[src/rtl/cpo_pkg.sv]
package cpo_pkg;

	// ----------------------------------------------------------------
	// register map
	// ----------------------------------------------------------------
	localparam logic [7:0] DISCHARGE_LIMIT2_AND_STATUS_ADDR = 8'h3c;
	localparam logic [7:0] UNDERVOLTAGE_DITHER_BUS_PROTECT_ADDR = 8'h3d;
	localparam logic [7:0] SYSTEM_THRESHOLD2_ROLE_SWAP_ADDR = 8'h3e;

	localparam logic [7:0] DISCHARGE_LIMIT2_AND_STATUS_RST = 8'h48;
	localparam logic [7:0] UNDERVOLTAGE_DITHER_BUS_PROTECT_RST = 8'h00;
	localparam logic [7:0] SYSTEM_THRESHOLD2_ROLE_SWAP_RST = 8'h24;

	// host-writable bits of each register; the rest are status
	localparam logic [7:0] DL2_WR_MASK = 8'hfc;
	localparam logic [7:0] UVB_WR_MASK = 8'hfe;
	localparam logic [7:0] ST2_WR_MASK = 8'hff;

	// field positions
	localparam int FILTER_TIME_LSB = 6;
	localparam int RATIO_LSB = 3;
	localparam int DL2_ALERT_BIT = 2;
	localparam int DL2_TRIPPED_BIT = 1;
	localparam int PASS_THROUGH_BIT = 0;
	localparam int UV_LEVEL_LSB = 5;
	localparam int DITHER_LSB = 3;
	localparam int UV_RETRY_DIS_BIT = 2;
	localparam int BUS_ALERT_BIT = 1;
	localparam int BUS_TRIPPED_BIT = 0;
	localparam int LEVEL_TWO_LSB = 2;
	localparam int TRACKS_BIT = 1;
	localparam int ROLE_SWAP_BIT = 0;

	// ----------------------------------------------------------------
	// timing
	// ----------------------------------------------------------------
	localparam int CLK_HZ = 50_000_000;
	localparam int US_PER_S = 1_000_000;
	localparam int TICK_CYCLES = CLK_HZ / US_PER_S;
	localparam int FILTER_00_US = 98;
	localparam int FILTER_01_US = 1550;
	localparam int FILTER_10_US = 6250;
	localparam int FILTER_11_US = 12500;
	localparam int RETRY_WINDOW_US = 90_000_000;
	localparam int RETRY_OFF_US = 1000;
	localparam logic [2:0] RETRY_LIMIT = 3'h7;

	// serial bus target address (value is arbitrary)
	localparam logic [6:0] TARGET_ADDR = 7'h2a;

endpackage

[src/rtl/cpo_filter_if.sv]
`timescale 1ns/1ps
interface cpo_filter_if;
	logic tick;
	logic over;
	logic [1:0] filter_time;
	logic tripped;

	modport regs (output tick, output over, output filter_time, input tripped);
	modport filt (input tick, input over, input filter_time, output tripped);
endinterface

[src/rtl/cpo_filter.sv]
`timescale 1ns/1ps
module cpo_filter #(
	parameter int T00_US = cpo_pkg::FILTER_00_US,
	parameter int T01_US = cpo_pkg::FILTER_01_US,
	parameter int T10_US = cpo_pkg::FILTER_10_US,
	parameter int T11_US = cpo_pkg::FILTER_11_US
) (
	input wire logic clk_in, // system clock
	input wire logic rst_in, // async reset, active high
	cpo_filter_if.filt f // tick, level and trip pulse
);
	logic [13:0] cnt_q;
	logic [13:0] limit;

	function automatic logic [13:0] sel_limit(input logic [1:0] code);
		unique case (code)
			2'h0: sel_limit = 14'(T00_US);
			2'h1: sel_limit = 14'(T01_US);
			2'h2: sel_limit = 14'(T10_US);
			default: sel_limit = 14'(T11_US);
		endcase
	endfunction

	assign limit = sel_limit(f.filter_time);

	// any dip below threshold restarts the filter; trips once per excursion
	always_ff @(posedge clk_in or posedge rst_in) begin
		if (rst_in) begin
			cnt_q <= 14'h0000;
		end else if (!f.over) begin
			cnt_q <= 14'h0000;
		end else if (f.tick && cnt_q <= limit) begin
			cnt_q <= cnt_q + 14'h0001;
		end
	end

	assign f.tripped = f.tick && f.over && (cnt_q == limit); // RULE16 RULE1
endmodule

[src/rtl/cpo_regs.sv]
`timescale 1ns/1ps
// What this block does
// RULE1 - bits 7:6 of 3Ch pick trip filter 98us/1.55ms/6.25ms/12.5ms, reset 01
// RULE2 - bits 5:3 of 3Ch pick limit two as 125..400 percent of limit one
// RULE3 - bit 2 of 3Ch enables the alert profile for limit two, reset 0
// RULE4 - bit 1 of 3Ch latches a limit-two trip until host reads it
// RULE5 - bit 0 of 3Ch shows pass-through operation live, reset 0
// RULE6 - bits 7:5 of 3Dh pick undervoltage level 2.4V to 8.0V, 0.8V steps
// RULE7 - undervoltage trip starts retry; seven failures within 90s latch converter off
// RULE8 - bit 2 of 3Dh set disables undervoltage retry, reset 0
// RULE9 - bits 4:3 of 3Dh select dither off, 1x, 2x or 3x, reset 00
// RULE10 - bit 1 of 3Dh enables bus protect alert; bit 0 reports its trip
// RULE11 - bits 7:2 of 3Eh set level two: 5000mV plus 100mV per code
// RULE12 - bit 1 of 3Eh makes level two track level one, ignoring field
// RULE13 - bit 0 of 3Eh enables fast role swap, reset 0
// RULE14 - 3Ch resets to 48h; register reset restores every field
// RULE15 - 3Dh resets to 00h and 3Eh to 24h
// RULE16 - limit-two trip sets only after current stays above limit past filter time
// RULE17 - host writes to status bit positions are ignored
module cpo_regs #(
	parameter int CUR_W = 12,
	parameter int T10_US = cpo_pkg::FILTER_10_US,
	parameter int T11_US = cpo_pkg::FILTER_11_US,
	parameter int RETRY_WINDOW_US = cpo_pkg::RETRY_WINDOW_US,
	parameter int RETRY_OFF_US = cpo_pkg::RETRY_OFF_US
) (
	input wire logic CLK_IN, // 50 MHz clock
	input wire logic RST_IN, // async reset, active high
	input wire logic REG_RESET_IN, // register reset command pulse
	input wire logic SCL_IN, // serial clock from host
	input wire logic SDA_IN, // serial data level
	output logic SDA_OUT, // serial data drive value, always low
	output logic SDA_OE_N_OUT, // low while pulling data low
	input wire logic [CUR_W-1:0] DISCHARGE_CURRENT_IN, // battery discharge current
	input wire logic [CUR_W-1:0] DISCHARGE_LIMIT1_LEVEL_IN, // limit one level
	input wire logic PASS_THROUGH_OPERATION_IN, // pass-through active
	input wire logic BUS_PROTECT_TRIPPED_IN, // bus protection triggered
	input wire logic UNDERVOLTAGE_TRIP_IN, // system undervoltage event pulse
	output logic [1:0] DITHER_OUT, // dither scale code
	output logic [2:0] SYSTEM_UNDERVOLTAGE_LEVEL_OUT, // undervoltage level code
	output logic BUS_PROTECT_ALERT_ENABLE_OUT, // bus protect alert profile
	output logic DISCHARGE_LIMIT2_ALERT_OUT, // limit-two alert enabled and tripped
	output logic [5:0] SYSTEM_TRIGGER_LEVEL_TWO_OUT, // level two code
	output logic LEVEL_TWO_TRACKS_LEVEL_ONE_OUT, // use internal tracking level
	output logic ROLE_SWAP_ENABLE_OUT, // fast role swap enable
	output logic CONVERTER_ENABLE_OUT, // converter allowed to run
	output logic CONVERTER_LATCHED_OFF_OUT // converter latched off
);
	// ----------------------------------------------------------------
	// microsecond tick
	// ----------------------------------------------------------------
	logic [5:0] div_q;
	logic tick;

	always_ff @(posedge CLK_IN or posedge RST_IN) begin
		if (RST_IN) begin
			div_q <= 6'h00;
		end else begin
			div_q <= tick ? 6'h00 : div_q + 6'h01;
		end
	end

	assign tick = (div_q == 6'(cpo_pkg::TICK_CYCLES - 1));

	// ----------------------------------------------------------------
	// register storage
	// ----------------------------------------------------------------
	logic [7:0] dl2_q;
	logic [7:0] uvb_q;
	logic [7:0] st2_q;
	logic dl2_tripped_q;
	logic wr_stb;
	logic [7:0] wr_addr;
	logic [7:0] wr_data;
	logic rd_clr;
	logic dl2_trip;
	function automatic logic [7:0] merge(input logic [7:0] old, input logic [7:0] nw,
			input logic [7:0] mask);
		merge = (nw & mask) | (old & ~mask);
	endfunction

	always_ff @(posedge CLK_IN or posedge RST_IN) begin
		if (RST_IN) begin
			dl2_q <= cpo_pkg::DISCHARGE_LIMIT2_AND_STATUS_RST; // RULE14
			uvb_q <= cpo_pkg::UNDERVOLTAGE_DITHER_BUS_PROTECT_RST; // RULE15
			st2_q <= cpo_pkg::SYSTEM_THRESHOLD2_ROLE_SWAP_RST; // RULE15
		end else if (REG_RESET_IN) begin
			dl2_q <= cpo_pkg::DISCHARGE_LIMIT2_AND_STATUS_RST; // RULE14
			uvb_q <= cpo_pkg::UNDERVOLTAGE_DITHER_BUS_PROTECT_RST; // RULE14
			st2_q <= cpo_pkg::SYSTEM_THRESHOLD2_ROLE_SWAP_RST; // RULE14
		end else if (wr_stb) begin
			unique case (wr_addr)
				cpo_pkg::DISCHARGE_LIMIT2_AND_STATUS_ADDR:
					dl2_q <= merge(dl2_q, wr_data, cpo_pkg::DL2_WR_MASK); // RULE17
				cpo_pkg::UNDERVOLTAGE_DITHER_BUS_PROTECT_ADDR:
					uvb_q <= merge(uvb_q, wr_data, cpo_pkg::UVB_WR_MASK); // RULE17
				cpo_pkg::SYSTEM_THRESHOLD2_ROLE_SWAP_ADDR:
					st2_q <= merge(st2_q, wr_data, cpo_pkg::ST2_WR_MASK);
				default: begin
				end
			endcase
		end
	end

	// a trip in the same cycle as the clearing read survives
	always_ff @(posedge CLK_IN or posedge RST_IN) begin
		if (RST_IN) begin
			dl2_tripped_q <= 1'b0;
		end else if (dl2_trip) begin
			dl2_tripped_q <= 1'b1; // RULE4
		end else if (rd_clr || REG_RESET_IN) begin
			dl2_tripped_q <= 1'b0; // RULE4
		end
	end

	function automatic logic [7:0] read_reg(input logic [7:0] a);
		unique case (a)
			cpo_pkg::DISCHARGE_LIMIT2_AND_STATUS_ADDR:
				read_reg = {dl2_q[7:2], dl2_tripped_q, PASS_THROUGH_OPERATION_IN}; // RULE5
			cpo_pkg::UNDERVOLTAGE_DITHER_BUS_PROTECT_ADDR:
				read_reg = {uvb_q[7:1], BUS_PROTECT_TRIPPED_IN}; // RULE10
			cpo_pkg::SYSTEM_THRESHOLD2_ROLE_SWAP_ADDR:
				read_reg = st2_q;
			default:
				read_reg = 8'h00;
		endcase
	endfunction

	// ----------------------------------------------------------------
	// limit-two comparison and filter
	// ----------------------------------------------------------------
	// ratio in quarters of limit one: 125% is 5/4 up to 400% as 16/4
	function automatic logic [4:0] ratio_quarters(input logic [2:0] code);
		unique case (code)
			3'h0: ratio_quarters = 5'h05;
			3'h1: ratio_quarters = 5'h06;
			3'h2: ratio_quarters = 5'h07;
			3'h3: ratio_quarters = 5'h08;
			3'h4: ratio_quarters = 5'h0a;
			3'h5: ratio_quarters = 5'h0c;
			3'h6: ratio_quarters = 5'h0e;
			default: ratio_quarters = 5'h10;
		endcase
	endfunction

	cpo_filter_if fif ();
	logic [CUR_W+4:0] cur_x4;
	logic [CUR_W+4:0] lim_x;
	assign cur_x4 = (CUR_W+5)'({DISCHARGE_CURRENT_IN, 2'b00});
	assign lim_x = (CUR_W+5)'(DISCHARGE_LIMIT1_LEVEL_IN) *
		(CUR_W+5)'(ratio_quarters(dl2_q[cpo_pkg::RATIO_LSB +: 3])); // RULE2
	assign fif.tick = tick;
	assign fif.over = cur_x4 > lim_x; // RULE16
	assign fif.filter_time = dl2_q[cpo_pkg::FILTER_TIME_LSB +: 2]; // RULE1
	assign dl2_trip = fif.tripped;

	cpo_filter #(
		.T00_US(cpo_pkg::FILTER_00_US),
		.T01_US(cpo_pkg::FILTER_01_US),
		.T10_US(T10_US),
		.T11_US(T11_US)
	) u_filter (
		.clk_in(CLK_IN),
		.rst_in(RST_IN),
		.f(fif)
	);

	// ----------------------------------------------------------------
	// undervoltage retry
	// ----------------------------------------------------------------
	typedef enum logic [3:0] {
		UV_RUN = 4'b0001,
		UV_OFF = 4'b0010,
		UV_LATCH = 4'b0100
	} cpo_uv_e;

	cpo_uv_e uv_q;
	logic [2:0] fail_q;
	logic [26:0] win_q;
	logic [19:0] off_q;
	logic win_run;
	logic retry_dis;
	assign win_run = (win_q != 27'h0000000);
	assign retry_dis = uvb_q[cpo_pkg::UV_RETRY_DIS_BIT];

	// the window opens on the first failure; seven inside it latch off
	always_ff @(posedge CLK_IN or posedge RST_IN) begin
		if (RST_IN) begin
			uv_q <= UV_RUN;
			fail_q <= 3'h0;
			win_q <= 27'h0000000;
			off_q <= 20'h00000;
		end else if (REG_RESET_IN) begin
			uv_q <= UV_RUN;
			fail_q <= 3'h0;
			win_q <= 27'h0000000;
			off_q <= 20'h00000;
		end else begin
			if (tick && win_run) begin
				win_q <= win_q - 27'h0000001;
			end
			if (tick && win_q == 27'h0000001) begin
				fail_q <= 3'h0;
			end
			unique case (uv_q)
				UV_RUN: begin
					if (UNDERVOLTAGE_TRIP_IN) begin
						if (retry_dis) begin
							uv_q <= UV_LATCH; // RULE8
						end else if (fail_q == cpo_pkg::RETRY_LIMIT - 3'h1 && win_run) begin
							uv_q <= UV_LATCH; // RULE7
						end else begin
							uv_q <= UV_OFF; // RULE7
							off_q <= 20'(RETRY_OFF_US);
							fail_q <= win_run ? fail_q + 3'h1 : 3'h1;
							if (!win_run) begin
								win_q <= 27'(RETRY_WINDOW_US);
							end
						end
					end
				end
				UV_OFF: begin
					if (tick) begin
						off_q <= off_q - 20'h00001;
						if (off_q == 20'h00001) begin
							uv_q <= UV_RUN;
						end
					end
				end
				UV_LATCH: begin
				end
			endcase
		end
	end

	// ----------------------------------------------------------------
	// serial bus target
	// ----------------------------------------------------------------
	typedef enum logic [7:0] {
		SB_IDLE = 8'b00000001,
		SB_ADDR = 8'b00000010,
		SB_ACK = 8'b00000100,
		SB_PTR = 8'b00001000,
		SB_WDAT = 8'b00010000,
		SB_RDAT = 8'b00100000,
		SB_HACK = 8'b01000000
	} cpo_sb_e;

	cpo_sb_e sb_q;
	cpo_sb_e after_ack_q;
	logic scl_q;
	logic sda_q;
	logic [7:0] sh_q;
	logic [3:0] bit_q;
	logic [7:0] ptr_q;
	logic drive_q;
	logic scl_rise;
	logic scl_fall;
	logic start_c;
	logic stop_c;
	logic rd_load;
	assign scl_rise = SCL_IN && !scl_q;
	assign scl_fall = !SCL_IN && scl_q;
	assign start_c = SCL_IN && scl_q && sda_q && !SDA_IN;
	assign stop_c = SCL_IN && scl_q && !sda_q && SDA_IN;
	assign rd_load = scl_fall && ((sb_q == SB_ACK && after_ack_q == SB_RDAT) ||
		(sb_q == SB_HACK && !sh_q[0]));
	assign rd_clr = rd_load && ptr_q == cpo_pkg::DISCHARGE_LIMIT2_AND_STATUS_ADDR; // RULE4
	assign wr_stb = scl_fall && sb_q == SB_WDAT && bit_q == 4'h8;
	assign wr_addr = ptr_q;
	assign wr_data = sh_q;

	always_ff @(posedge CLK_IN or posedge RST_IN) begin
		if (RST_IN) begin
			scl_q <= 1'b1;
			sda_q <= 1'b1;
		end else begin
			scl_q <= SCL_IN;
			sda_q <= SDA_IN;
		end
	end

	always_ff @(posedge CLK_IN or posedge RST_IN) begin
		if (RST_IN) begin
			sb_q <= SB_IDLE;
			after_ack_q <= SB_IDLE;
			sh_q <= 8'h00;
			bit_q <= 4'h0;
			ptr_q <= 8'h00;
			drive_q <= 1'b0;
		end else if (start_c) begin
			sb_q <= SB_ADDR;
			bit_q <= 4'h0;
			drive_q <= 1'b0;
		end else if (stop_c) begin
			sb_q <= SB_IDLE;
			drive_q <= 1'b0;
		end else if (scl_rise) begin
			if (sb_q == SB_HACK) begin
				sh_q[0] <= SDA_IN;
			end else if (sb_q == SB_ADDR || sb_q == SB_PTR || sb_q == SB_WDAT) begin
				sh_q <= {sh_q[6:0], SDA_IN};
				bit_q <= bit_q + 4'h1;
			end else if (sb_q == SB_RDAT) begin
				bit_q <= bit_q + 4'h1;
			end
		end else if (scl_fall) begin
			unique case (sb_q)
				SB_ADDR: begin
					if (bit_q == 4'h8) begin
						bit_q <= 4'h0;
						if (sh_q[7:1] == cpo_pkg::TARGET_ADDR) begin
							sb_q <= SB_ACK;
							after_ack_q <= sh_q[0] ? SB_RDAT : SB_PTR;
							drive_q <= 1'b1;
						end else begin
							sb_q <= SB_IDLE;
						end
					end
				end
				SB_PTR, SB_WDAT: begin
					if (bit_q == 4'h8) begin
						bit_q <= 4'h0;
						sb_q <= SB_ACK;
						after_ack_q <= SB_WDAT;
						drive_q <= 1'b1;
						ptr_q <= (sb_q == SB_PTR) ? sh_q : ptr_q + 8'h01;
					end
				end
				SB_ACK, SB_HACK: begin
					if (rd_load) begin
						sb_q <= SB_RDAT;
						sh_q <= read_reg(ptr_q);
						drive_q <= ~|(read_reg(ptr_q) & 8'h80);
						ptr_q <= ptr_q + 8'h01;
					end else begin
						sb_q <= (sb_q == SB_ACK) ? after_ack_q : SB_IDLE;
						drive_q <= 1'b0;
					end
				end
				SB_RDAT: begin
					if (bit_q == 4'h8) begin
						bit_q <= 4'h0;
						sb_q <= SB_HACK;
						drive_q <= 1'b0;
					end else begin
						drive_q <= !sh_q[3'(7 - bit_q)];
					end
				end
				default: begin
				end
			endcase
		end
	end

	// ----------------------------------------------------------------
	// outputs
	// ----------------------------------------------------------------
	assign SDA_OUT = 1'b0;
	assign SDA_OE_N_OUT = !drive_q;
	assign DITHER_OUT = uvb_q[cpo_pkg::DITHER_LSB +: 2]; // RULE9
	assign SYSTEM_UNDERVOLTAGE_LEVEL_OUT = uvb_q[cpo_pkg::UV_LEVEL_LSB +: 3]; // RULE6
	assign BUS_PROTECT_ALERT_ENABLE_OUT = uvb_q[cpo_pkg::BUS_ALERT_BIT]; // RULE10
	assign DISCHARGE_LIMIT2_ALERT_OUT = dl2_q[cpo_pkg::DL2_ALERT_BIT] && dl2_tripped_q; // RULE3
	assign SYSTEM_TRIGGER_LEVEL_TWO_OUT = st2_q[cpo_pkg::LEVEL_TWO_LSB +: 6]; // RULE11
	assign LEVEL_TWO_TRACKS_LEVEL_ONE_OUT = st2_q[cpo_pkg::TRACKS_BIT]; // RULE12
	assign ROLE_SWAP_ENABLE_OUT = st2_q[cpo_pkg::ROLE_SWAP_BIT]; // RULE13
	assign CONVERTER_ENABLE_OUT = (uv_q == UV_RUN); // RULE7
	assign CONVERTER_LATCHED_OFF_OUT = (uv_q == UV_LATCH); // RULE7
endmodule

[config.mk]
export PLATFORM = sky130hd
export DESIGN_NAME = cpo_regs
export DESIGN_NICKNAME = d
export VERILOG_FILES = /design/src/rtl/cpo_pkg.sv /design/src/rtl/cpo_filter_if.sv /design/src/rtl/cpo_filter.sv /design/src/rtl/cpo_regs.sv
export SDC_FILE = /design/constraint.sdc
export NUM_CORES = 1
export LEC_CHECK = 0
export BUFFER_PORTS_ARGS = -buffer_cell sky130_fd_sc_hd__buf_2
export CAP_MARGIN = 20
export CORE_ASPECT_RATIO = 0.5
export CORE_UTILIZATION = 48
export CTS_CLUSTER_DIAMETER = 150
export DETAILED_ROUTE_END_ITERATION = 6
export PLACE_DENSITY = 0.7
export SETUP_SLACK_MARGIN = 0.1
export SYNTH_ARGS = -nofsm -noshare
export SYNTH_HDL_FRONTEND = slang
export SYNTH_SLANG_ARGS = --single-unit
[constraint.sdc]
create_clock -name CLK_IN -period 8.7 [get_ports CLK_IN]
set_clock_uncertainty 0.15 [all_clocks]
set_input_delay 2.175 -clock CLK_IN [delete_from_list [all_inputs] [get_ports CLK_IN]]
set_output_delay 2.175 -clock CLK_IN [all_outputs]
set_load 0.005 [all_outputs]
==> reports/results.ini, run 1 <==
[run_status]
outcome=completed

[finish]
diodes=0
finalNonFillerCells=1442
area_growth_pct=10.4
utilization=0.548
drive_gt1_frac=0.0961
nets=1295

[detailed_routing]
dr.first_iter.drc_count=607
dr_wl_met2_um=11100
routed_wl_um=23400
vias=8372
wl_met3_um=1090
drtAntennaViolNets=0
via_per_inst=5.81
route.detailed.drc=0
drt-met1-wl_um=10800
highest_layer=met4
wl_per_cell_um=16.2
firstDrtPassIters=5

[synthesis]
syn-num-nets=1265
synth_edf_count=0
synth-compound-area-share=0.159
synth_ff_type=dfrtp_1
synth_top_area_share=0.306
syn_avg_cell_area_um2=8.67
synth_top_family_by_area=simple AND/OR/NAND/NOR gates
ys_warn_count=0
syn_area_um2=9830
synthXorXnorAreaFrac=0.0464
yosys.area_share.simple=0.237
synthArstFlopShare=1.00
yosysUniqueCellTypes=73
synth.most_common_cell=nor2_1
postSynthCellCount=1133
synth_seq_area_share=0.330
synthAdderAreaFrac=0.150
synth_seq_cells=129
synth_mux_area_frac=0.0251
synth_commonest_cells=nor2_1 (122), dfrtp_1 (120), nand2_1 (97)
synth_top_cell_by_area=dfrtp_1
synth_area_leaders=dfrtp_1 (31%), ha_1 (8.9%), fa_1 (6.1%)

[placed_design]
dp_hpwl_um=17200
dp_cells=1409
routabilityCongestion=0.919
numPortBuffers=49

[grt]
grt_max_degree=78
antenna_found_initial=0
grt_pass1_vias=7939
grt_use_total=0.231
globalRoute.totalOverflow=0
grt_pass1_wl_um=39000

[floorplanning]
initial_core_util=0.497
die-area_um2=21100
num_rows=36
boundaryPins=51
dieHeight_um=103
die_w_um=204
core_area_um2=19800

[setup_path]
cp_data_arrival_time_ps=7820
cp.required_ps=8880
worstSetupStartpointType=input pin
crit_fanout=15
ff2ff_setup_slack_ps=1400
startpoint=DISCHARGE_LIMIT1_LEVEL_IN[1]
cpPeakStageDelay_ps=600
worst_r2r_path_depth=24
rr_endpoint=dl2_tripped_q$_DFFE_PP0P_
crit_chain=buf_2, and2_1, fa_1, fa_1, inv_1, fa_1, inv_1, ha_1, o21ai_0, o21a_1, o21ai_0, a21oi_1, o21bai_1, a21oi_1, xor2_1, ha_1, nand2_1, or2_2, nand3_1, o211ai_1, a2111oi_0, nand4_1, o21ai_0
end_kind=flop
rr_startpoint=dl2_q[3]$_DFFE_PP1P_
slowest_stage=nand4_1
critPathKind=input pin to flop

[clock_network]
cts-root-buf=clkbuf_16
clk_pin_slew_ps=60
post_cts_resized=0
clock-sinks=129
cts_setup_buffers=0
cts_tree=done
cts_buffers=17
insertion_delay_ps=430
postCtsHoldBufs=0
htree_levels=4
ctsLongestPathBuffers=2

[sta]
slew_violations=0
max_freq_mhz=131
setup_viol=0
min_period_over_period=0.878
hold_violations=0
tightest_slew_ps=989
fin_crit_ps=7640
timing.slew.headroom=0.336
rsz0062_at_grt=false
fin_tns_setup_ps=0

[hold_path]
whs_path_depth=2
hp-class=flop to flop
min_to=after_ack_q[0]$_DFFE_PP1P_
hold_start=after_ack_q[0]$_DFFE_PP1P_

[pwr]
power_mw=2.33
vdd_ir_drop_max_mv=0.151
p_leak_nw=5.07
p_per_area_nw_per_um2=215

[job]
maxCapViolCount=0

==> through the flow <==
stage          hold slack [ps]  instance area (um2)  setup slack, ps
3_3_place_gp               310                10200              845
5_1_grt                    351                10800              642
4_1_cts                    318                10800             1100
6_report                   322                10800             1060
3_5_place_dp               309                10200              651
2_1_floorplan              284                 9830             1490
==> routing by layer <==
metal	up-vias	track usage
met3	33	0.0348
met1	4093	0.309
met5	-	0
met4	0	0.0735
met2	195	0.392
li1	4051	-
==> where the power goes <==
group	total [mW]	internal, mW	leakage [nW]	switching (mW)
logic	0.905	0.384	3.06	0.521
registers	0.701	0.652	1.72	0.0485
clock network	0.727	0.455	0.287	0.272
total	2.33	1.49	5.07	0.841
==> cells by family after synthesis <==
| family | count (synthesis) |
|---|---|
| other cells | 1 |
| xor+xnor | 52 |
| fa+ha+maj | 100 |
| mux | 22 |
| flops | 129 |
| compound gates | 248 |
| simple gates | 459 |
| buf+inv | 122 |
==> layout by cell type, fill, tap and decap left out, types with 5 or more instances in the layout <==
cell type and count:
a22oi_1 7, or3_1 12, a21o_1 14, o31ai_1 5, nor3_1 23, inv_1 76
mux2i_1 19, xnor2_1 24, xor2_1 28, dfstp_2 9, or4_1 8, a211oi_1 8
a31oi_1 6, nand3b_1 6, o211ai_1 5, a21oi_1 76, o22a_1 7, ha_1 70
o41ai_1 8, a211o_1 5, buf_2 49, and2_1 50, and3_1 13, o21a_1 6
o21ai_0 66, nand4_1 10, dfrtp_1 120, fa_1 30, nor2_1 122, nor3b_1 8
nand2_1 97, buf_4 6, nor2b_1 6, nor4_1 17, clkinv_2 5, clkbuf_16 17
nand3_1 49, nand2b_1 17
==> worst max-delay path by stage <==
| stage | endpoint | cells after the start |
|---|---|---|
| floorplan | u_filter.cnt_q[0]$_DFFE_PP0P_ | 23 |
| global placement | dl2_tripped_q$_DFFE_PP0P_ | 21 |
| detailed placement | dl2_tripped_q$_DFFE_PP0P_ | 23 |
| CTS | dl2_tripped_q$_DFFE_PP0P_ | 23 |
| global route | dl2_tripped_q$_DFFE_PP0P_ | 23 |
| finish | dl2_tripped_q$_DFFE_PP0P_ | 23 |
==> flip-flops by register name (all words and copies together) (netlist names) <==
name            count
dl2_q               6
bit_q               4
dl2_tripped_q       1
sb_q                7
sh_q                8
st2_q               8
uvb_q               7
uv_q                3
win_q              27
div_q               6
drive_q             1
after_ack_q         4
off_q              20
scl_q               1
fail_q              3
ptr_q               8
sda_q               1
u_filter.cnt_q     14
==> layout make-up <==
cell class              count  area [um2]
clock buffers              21         450
clock inverters            11         139
fillers                  1784        8930
inverters                  77         292
multi-input cells         882        6080
flip-flops and latches    129        3240
well taps                 266         333
repair buffers             56         310
==> critical path: cells and delay by family <==
family,cells,cell delay (ps)
adder cells (fa/ha/maj),5,2240
AO/OA/AOI/OAI,9,1800
AND/OR/NAND/NOR,5,1220
buffers and inverters,3,230
XOR/XNOR,1,150
Note: power is estimated with default switching activity, not from simulation.
==> run 2: changes to the inputs <==
--- a/config.mk
+++ b/config.mk
@@ -11,7 +11,7 @@
 export CORE_UTILIZATION = 48
 export CTS_CLUSTER_DIAMETER = 150
 export DETAILED_ROUTE_END_ITERATION = 6
-export PLACE_DENSITY = 0.7
+export PLACE_DENSITY = 0.72
 export SETUP_SLACK_MARGIN = 0.1
 export SYNTH_ARGS = -nofsm -noshare
 export SYNTH_HDL_FRONTEND = slang
==> constraint.sdc (replaced) <==
create_clock -name CLK_IN -period 6.5 [get_ports CLK_IN]
set_clock_uncertainty 0.15 [all_clocks]
set_input_delay 1.625 -clock CLK_IN [delete_from_list [all_inputs] [get_ports CLK_IN]]
set_output_delay 1.625 -clock CLK_IN [all_outputs]
set_load 0.005 [all_outputs]
==> reports/results.ini, run 2 (synthesis gave the netlist of run 1 again) <==
[run_status]
outcome=completed

[clock_network]
postCtsHoldBufs=0
clk_pin_slew_ps=50
clock-sinks=129
cts-root-buf=clkbuf_16
cts_tree=done
ctsLongestPathBuffers=2
htree_levels=4
insertion_delay_ps=420
cts_buffers=17

[hold_path]
hp-class=flop to flop

[sta]
timing.slew.headroom=0.348
slew_violations=0
setup_viol=0
hold_violations=0
timing.hold.ws_ps=330
fin_crit_ps=6230
tightest_slew_ps=978
max_freq_mhz=161
min_period_over_period=0.958
rsz0062_at_grt=true

[finish]
largest_reg_flops=27
nets=1321
final_area_um2=11100
top_regs=win_q: 27 flops, off_q: 20 flops, u_filter.cnt_q: 14 flops
n_fill_cell=1728
area_growth_pct=12.9
utilization=0.561
regMostFlops=win_q
finalNonFillerCells=1468
diodes=0
drive_gt1_frac=0.122
final_common_cell=nor2_1
layout_common_cells=nor2_1 (122), dfrtp_1 (120), nand2_1 (97)

[grt]
antenna_found_initial=0
grt_max_degree=77
globalRoute.totalOverflow=0
grt_pass1_wl_um=38000
grt_use_total=0.222
grt_pass1_vias=8201

[pwr]
power_mw=3.14
p_leak_nw=5.20
vdd_ir_drop_max_mv=0.188
p_per_area_nw_per_um2=283

[floorplanning]
num_rows=36
die_w_um=204
boundaryPins=51
dieHeight_um=103
initial_core_util=0.497
core_area_um2=19800
die-area_um2=21100

[setup_path]
crit_fanout=15
cp_num_buf_inv=3
cp_common_cell=fa_1
cp_data_arrival_time_ps=6370
end_kind=flop
critical_path.top_delay_family=adder cells
critPathKind=input pin to flop
worstSetupStartpointType=input pin
cp.required_ps=6640
slowest_stage=fa_1
cpPeakStageDelay_ps=560
crit_chain=buf_2, nand2_1, fa_1, fa_1, fa_1, inv_1, ha_1, a211oi_2, o21a_1, o21ai_2, a21oi_2, o21bai_1, a21oi_1, xor2_1, ha_1, nand2_1, or2_2, a2111o_1, o211ai_1, a2111oi_2, nand4_1, buf_6, o21ai_0

[placed_design]
dp_hpwl_um=16500
numPortBuffers=49
routabilityCongestion=0.894
dpl_cell_area_um2=10500
dp_cells=1436

[detailed_routing]
vias=8489
via_per_inst=5.78
drtAntennaViolNets=0
firstDrtPassIters=5
wl_per_cell_um=15.3
routed_wl_um=22500
route.detailed.drc=0
dr.first_iter.drc_count=596

[job]
maxCapViolCount=0

## run 2: changes by cell type in the layout (fill, tap and decap cells not counted), moves of 2 or more
cell        before  now
buf_4            6   32
clkbuf_8         1    4
ha_1            70   67
ha_4             0    3
o21ai_0         66   63
clkbuf_1         3    5
clkinvlp_4       2    0
o21ai_2          0    2
## run 2: layer usage
layer  wire length, um  vias up  global-route usage
met5                 0        -                   0
met2             10600      227               0.375
met1             10600     4135               0.295
met4               244        0              0.0574
met3              1070       33              0.0445
li1                  -     4094                   -
## run 2: cell type report
type / count / area [um2] / area share
repair buffers: 82 / 497 / 0.0448
well taps: 266 / 333 / 0.0300
clock buffers: 26 / 499 / 0.0450
clock inverters: 6 / 80.1 / 0.00722
inverters: 77 / 292 / 0.0263
flip-flops and latches: 129 / 3240 / 0.292
multi-input cells: 882 / 6160 / 0.555
## run 2: worst paths after layout
check                                        startpoint                            end  slack [ps]  cells after the start
hold reg to reg                   off_q[13]$_DFFE_PP0P_          off_q[13]$_DFFE_PP0P_         330                      1
setup / recovery           DISCHARGE_LIMIT1_LEVEL_IN[2]      dl2_tripped_q$_DFFE_PP0P_         270                     23
setup reg to reg                   dl2_q[3]$_DFFE_PP1P_      dl2_tripped_q$_DFFE_PP0P_         500                     25
hold / removal                    off_q[13]$_DFFE_PP0P_          off_q[13]$_DFFE_PP0P_         330                      1
max in group asynchronous                        RST_IN  u_filter.cnt_q[6]$_DFFE_PP0P_        3700                      3
min in group asynchronous                        RST_IN             win_q[9]$_DFF_PP0_        1270                      2
## run 2: timing repair
action	4_1_cts	5_1_grt
endpoints found under the setup margin	0	15
buffers inserted	0	0
gates resized for setup	0	6
## run 2: where the power goes
part | internal, mW | switching [mW]
combinational | 0.550 | 0.713
clock | 0.603 | 0.338
sequential | 0.873 | 0.0644
total | 2.03 | 1.12
## run 2: through the flow
step / worst slack, ps / TNS, ps
global placement: -104 / -600
global route: 23.8 / 0
CTS: 206 / 0
finish: 270 / 0
floorplan: 107 / 0
detailed placement: -217 / -2320
==> run 3: changes to the inputs <==
--- a/config.mk
+++ b/config.mk
@@ -8,7 +8,9 @@
 export BUFFER_PORTS_ARGS = -buffer_cell sky130_fd_sc_hd__buf_2
 export CAP_MARGIN = 20
 export CORE_ASPECT_RATIO = 0.5
+export CORE_MARGIN = 2
 export CORE_UTILIZATION = 48
+export CTS_BUF_LIST = sky130_fd_sc_hd__clkbuf_8
 export CTS_CLUSTER_DIAMETER = 150
 export DETAILED_ROUTE_END_ITERATION = 6
 export PLACE_DENSITY = 0.72
==> reports/results.ini, run 3 (synthesis gave the netlist of run 1 again) <==
[sta]
fin_crit_ps=6140
fin_tns_setup_ps=0
max_freq_mhz=163
hold_violations=0
slew_violations=0
tightest_slew_ps=866
min_period_over_period=0.945
rsz0062_at_grt=false
timing.slew.headroom=0.418
setup_viol=0
layout_setup_ws_ps=356
timing.hold.ws_ps=329

[clock_network]
cts-root-buf=clkbuf_8
clk_pin_slew_ps=80
htree_levels=4
insertion_delay_ps=460
cts_buffers=17
ctsLongestPathBuffers=2
clock-sinks=129
cts_tree=done
postCtsHoldBufs=0

[finish]
drive_gt1_frac=0.126
finalNonFillerCells=1469
final_area_um2=11000
regArea_um2=3240
top_regs=win_q: 27 flops, off_q: 20 flops, u_filter.cnt_q: 14 flops
n_fill_cell=1754
area_growth_pct=11.7
nets=1322
final_common_cell=nor2_1
regMostFlops=win_q
multi_input_area_um2=6150
largest_reg_flops=27
layout_common_cells=nor2_1 (122), dfrtp_1 (120), nand2_1 (97)
diodes=0

[pwr]
vdd_ir_drop_max_mv=0.183
p_leak_nw=5.14
p_per_area_nw_per_um2=269

[setup_path]
worstSetupStartpointType=input pin
worst_r2r_path_depth=26
end_kind=flop
crit_end=u_filter.cnt_q[3]$_DFFE_PP0P_
critPathKind=input pin to flop
rr_endpoint=u_filter.cnt_q[3]$_DFFE_PP0P_
cp_data_arrival_time_ps=6350
cp.required_ps=6710
ff2ff_setup_slack_ps=600
startpoint=DISCHARGE_LIMIT1_LEVEL_IN[2]
crit_fanout=7
rr_startpoint=dl2_q[3]$_DFFE_PP1P_

[floorplanning]
core_area_um2=19800
initial_core_util=0.497
boundaryPins=51
die_w_um=206
die-area_um2=21700
num_rows=36
dieHeight_um=105

[detailed_routing]
dr.first_iter.drc_count=730
route.detailed.drc=0
drtAntennaViolNets=0
vias=8476
wl_per_cell_um=15.5
routed_wl_um=22700
via_per_inst=5.77
firstDrtPassIters=5

[hold_path]
hold_start=after_ack_q[0]$_DFFE_PP1P_
hp-class=flop to flop

[placed_design]
dp_cells=1434
dpl_worst_slack_ps=-323
dp_hpwl_um=16500
routabilityCongestion=0.864
dpl_cell_area_um2=10500
numPortBuffers=49

[grt]
grt_pass1_wl_um=38600
grt_pass1_vias=8221
globalRoute.totalOverflow=0
grt_use_total=0.218
grt_max_degree=82
antenna_found_initial=0

[job]
maxCapViolCount=0

[run_status]
outcome=completed

[run 3: changes by cell type in the layout (fill, tap and decap cells not counted), moves of 3 or more]
cell,delta
clkbuf_1,-5
clkbuf_16,-17
clkbuf_8,+18
clkinvlp_4,+3
[run 3: worst min-delay path by stage]
stage,cells after the start,end
after detailed placement,2,after_ack_q[0]$_DFFE_PP1P_
after CTS,2,after_ack_q[0]$_DFFE_PP1P_
final,2,after_ack_q[0]$_DFFE_PP1P_
after global placement,1,off_q[13]$_DFFE_PP0P_
after floorplan,2,after_ack_q[0]$_DFFE_PP1P_
after global routing,2,after_ack_q[0]$_DFFE_PP1P_
[run 3: final cells by class]
class,instances,share of cell area
inverters,77,0.0266
clock inverters,10,0.0120
repair buffers,83,0.0475
well taps,266,0.0303
flip-flops and latches,129,0.295
clock buffers,22,0.0276
multi-input cells,882,0.561
[run 3: what timing repair did]
action | 4_1_cts | 5_1_grt
buffers inserted | 0 | 1
setup endpoints to repair | 0 | 15
gates resized for setup | 0 | 5
[run 3: per-stage QoR]
| step | utilization | total power [mW] |
|---|---|---|
| floorplan | - | 1.95 |
| global placement | 0.530 | 2.14 |
| detailed placement | 0.530 | 2.18 |
| CTS | 0.552 | 2.95 |
| global route | 0.555 | 3.17 |
| finish | 0.555 | 2.96 |
[run 3: per-layer routing]
| metal | part of all wire | vias up | track usage |
|---|---|---|---|
| li1 | - | 4101 | - |
| met1 | 0.47 | 4145 | 0.300 |
| met2 | 0.46 | 199 | 0.351 |
| met3 | 0.052 | 31 | 0.0405 |
| met4 | 0.016 | 0 | 0.0653 |
| met5 | 0 | - | 0 |
[run 3: critical path, stage by stage]
cell and delay, ps:
buf_2 110, nand2_1 80, fa_1 570, fa_1 450, fa_1 540, inv_1 70, ha_4 280, o21ai_0 80
o21a_1 210, o21ai_2 180, a21oi_2 90, o21bai_1 120, a21oi_1 90, xor2_1 170, ha_1 310, nand2_1 70
or2_2 310, a2111o_1 340, o211ai_1 110, a2111oi_2 60, nand4_1 180, buf_2 230, nor2_1 70
[run 3: where the power goes]
part	total, mW	switching [mW]	leakage, nW	internal [mW]
registers	0.935	0.0638	1.72	0.872
logic	1.26	0.705	3.20	0.553
clock network	0.764	0.337	0.218	0.427
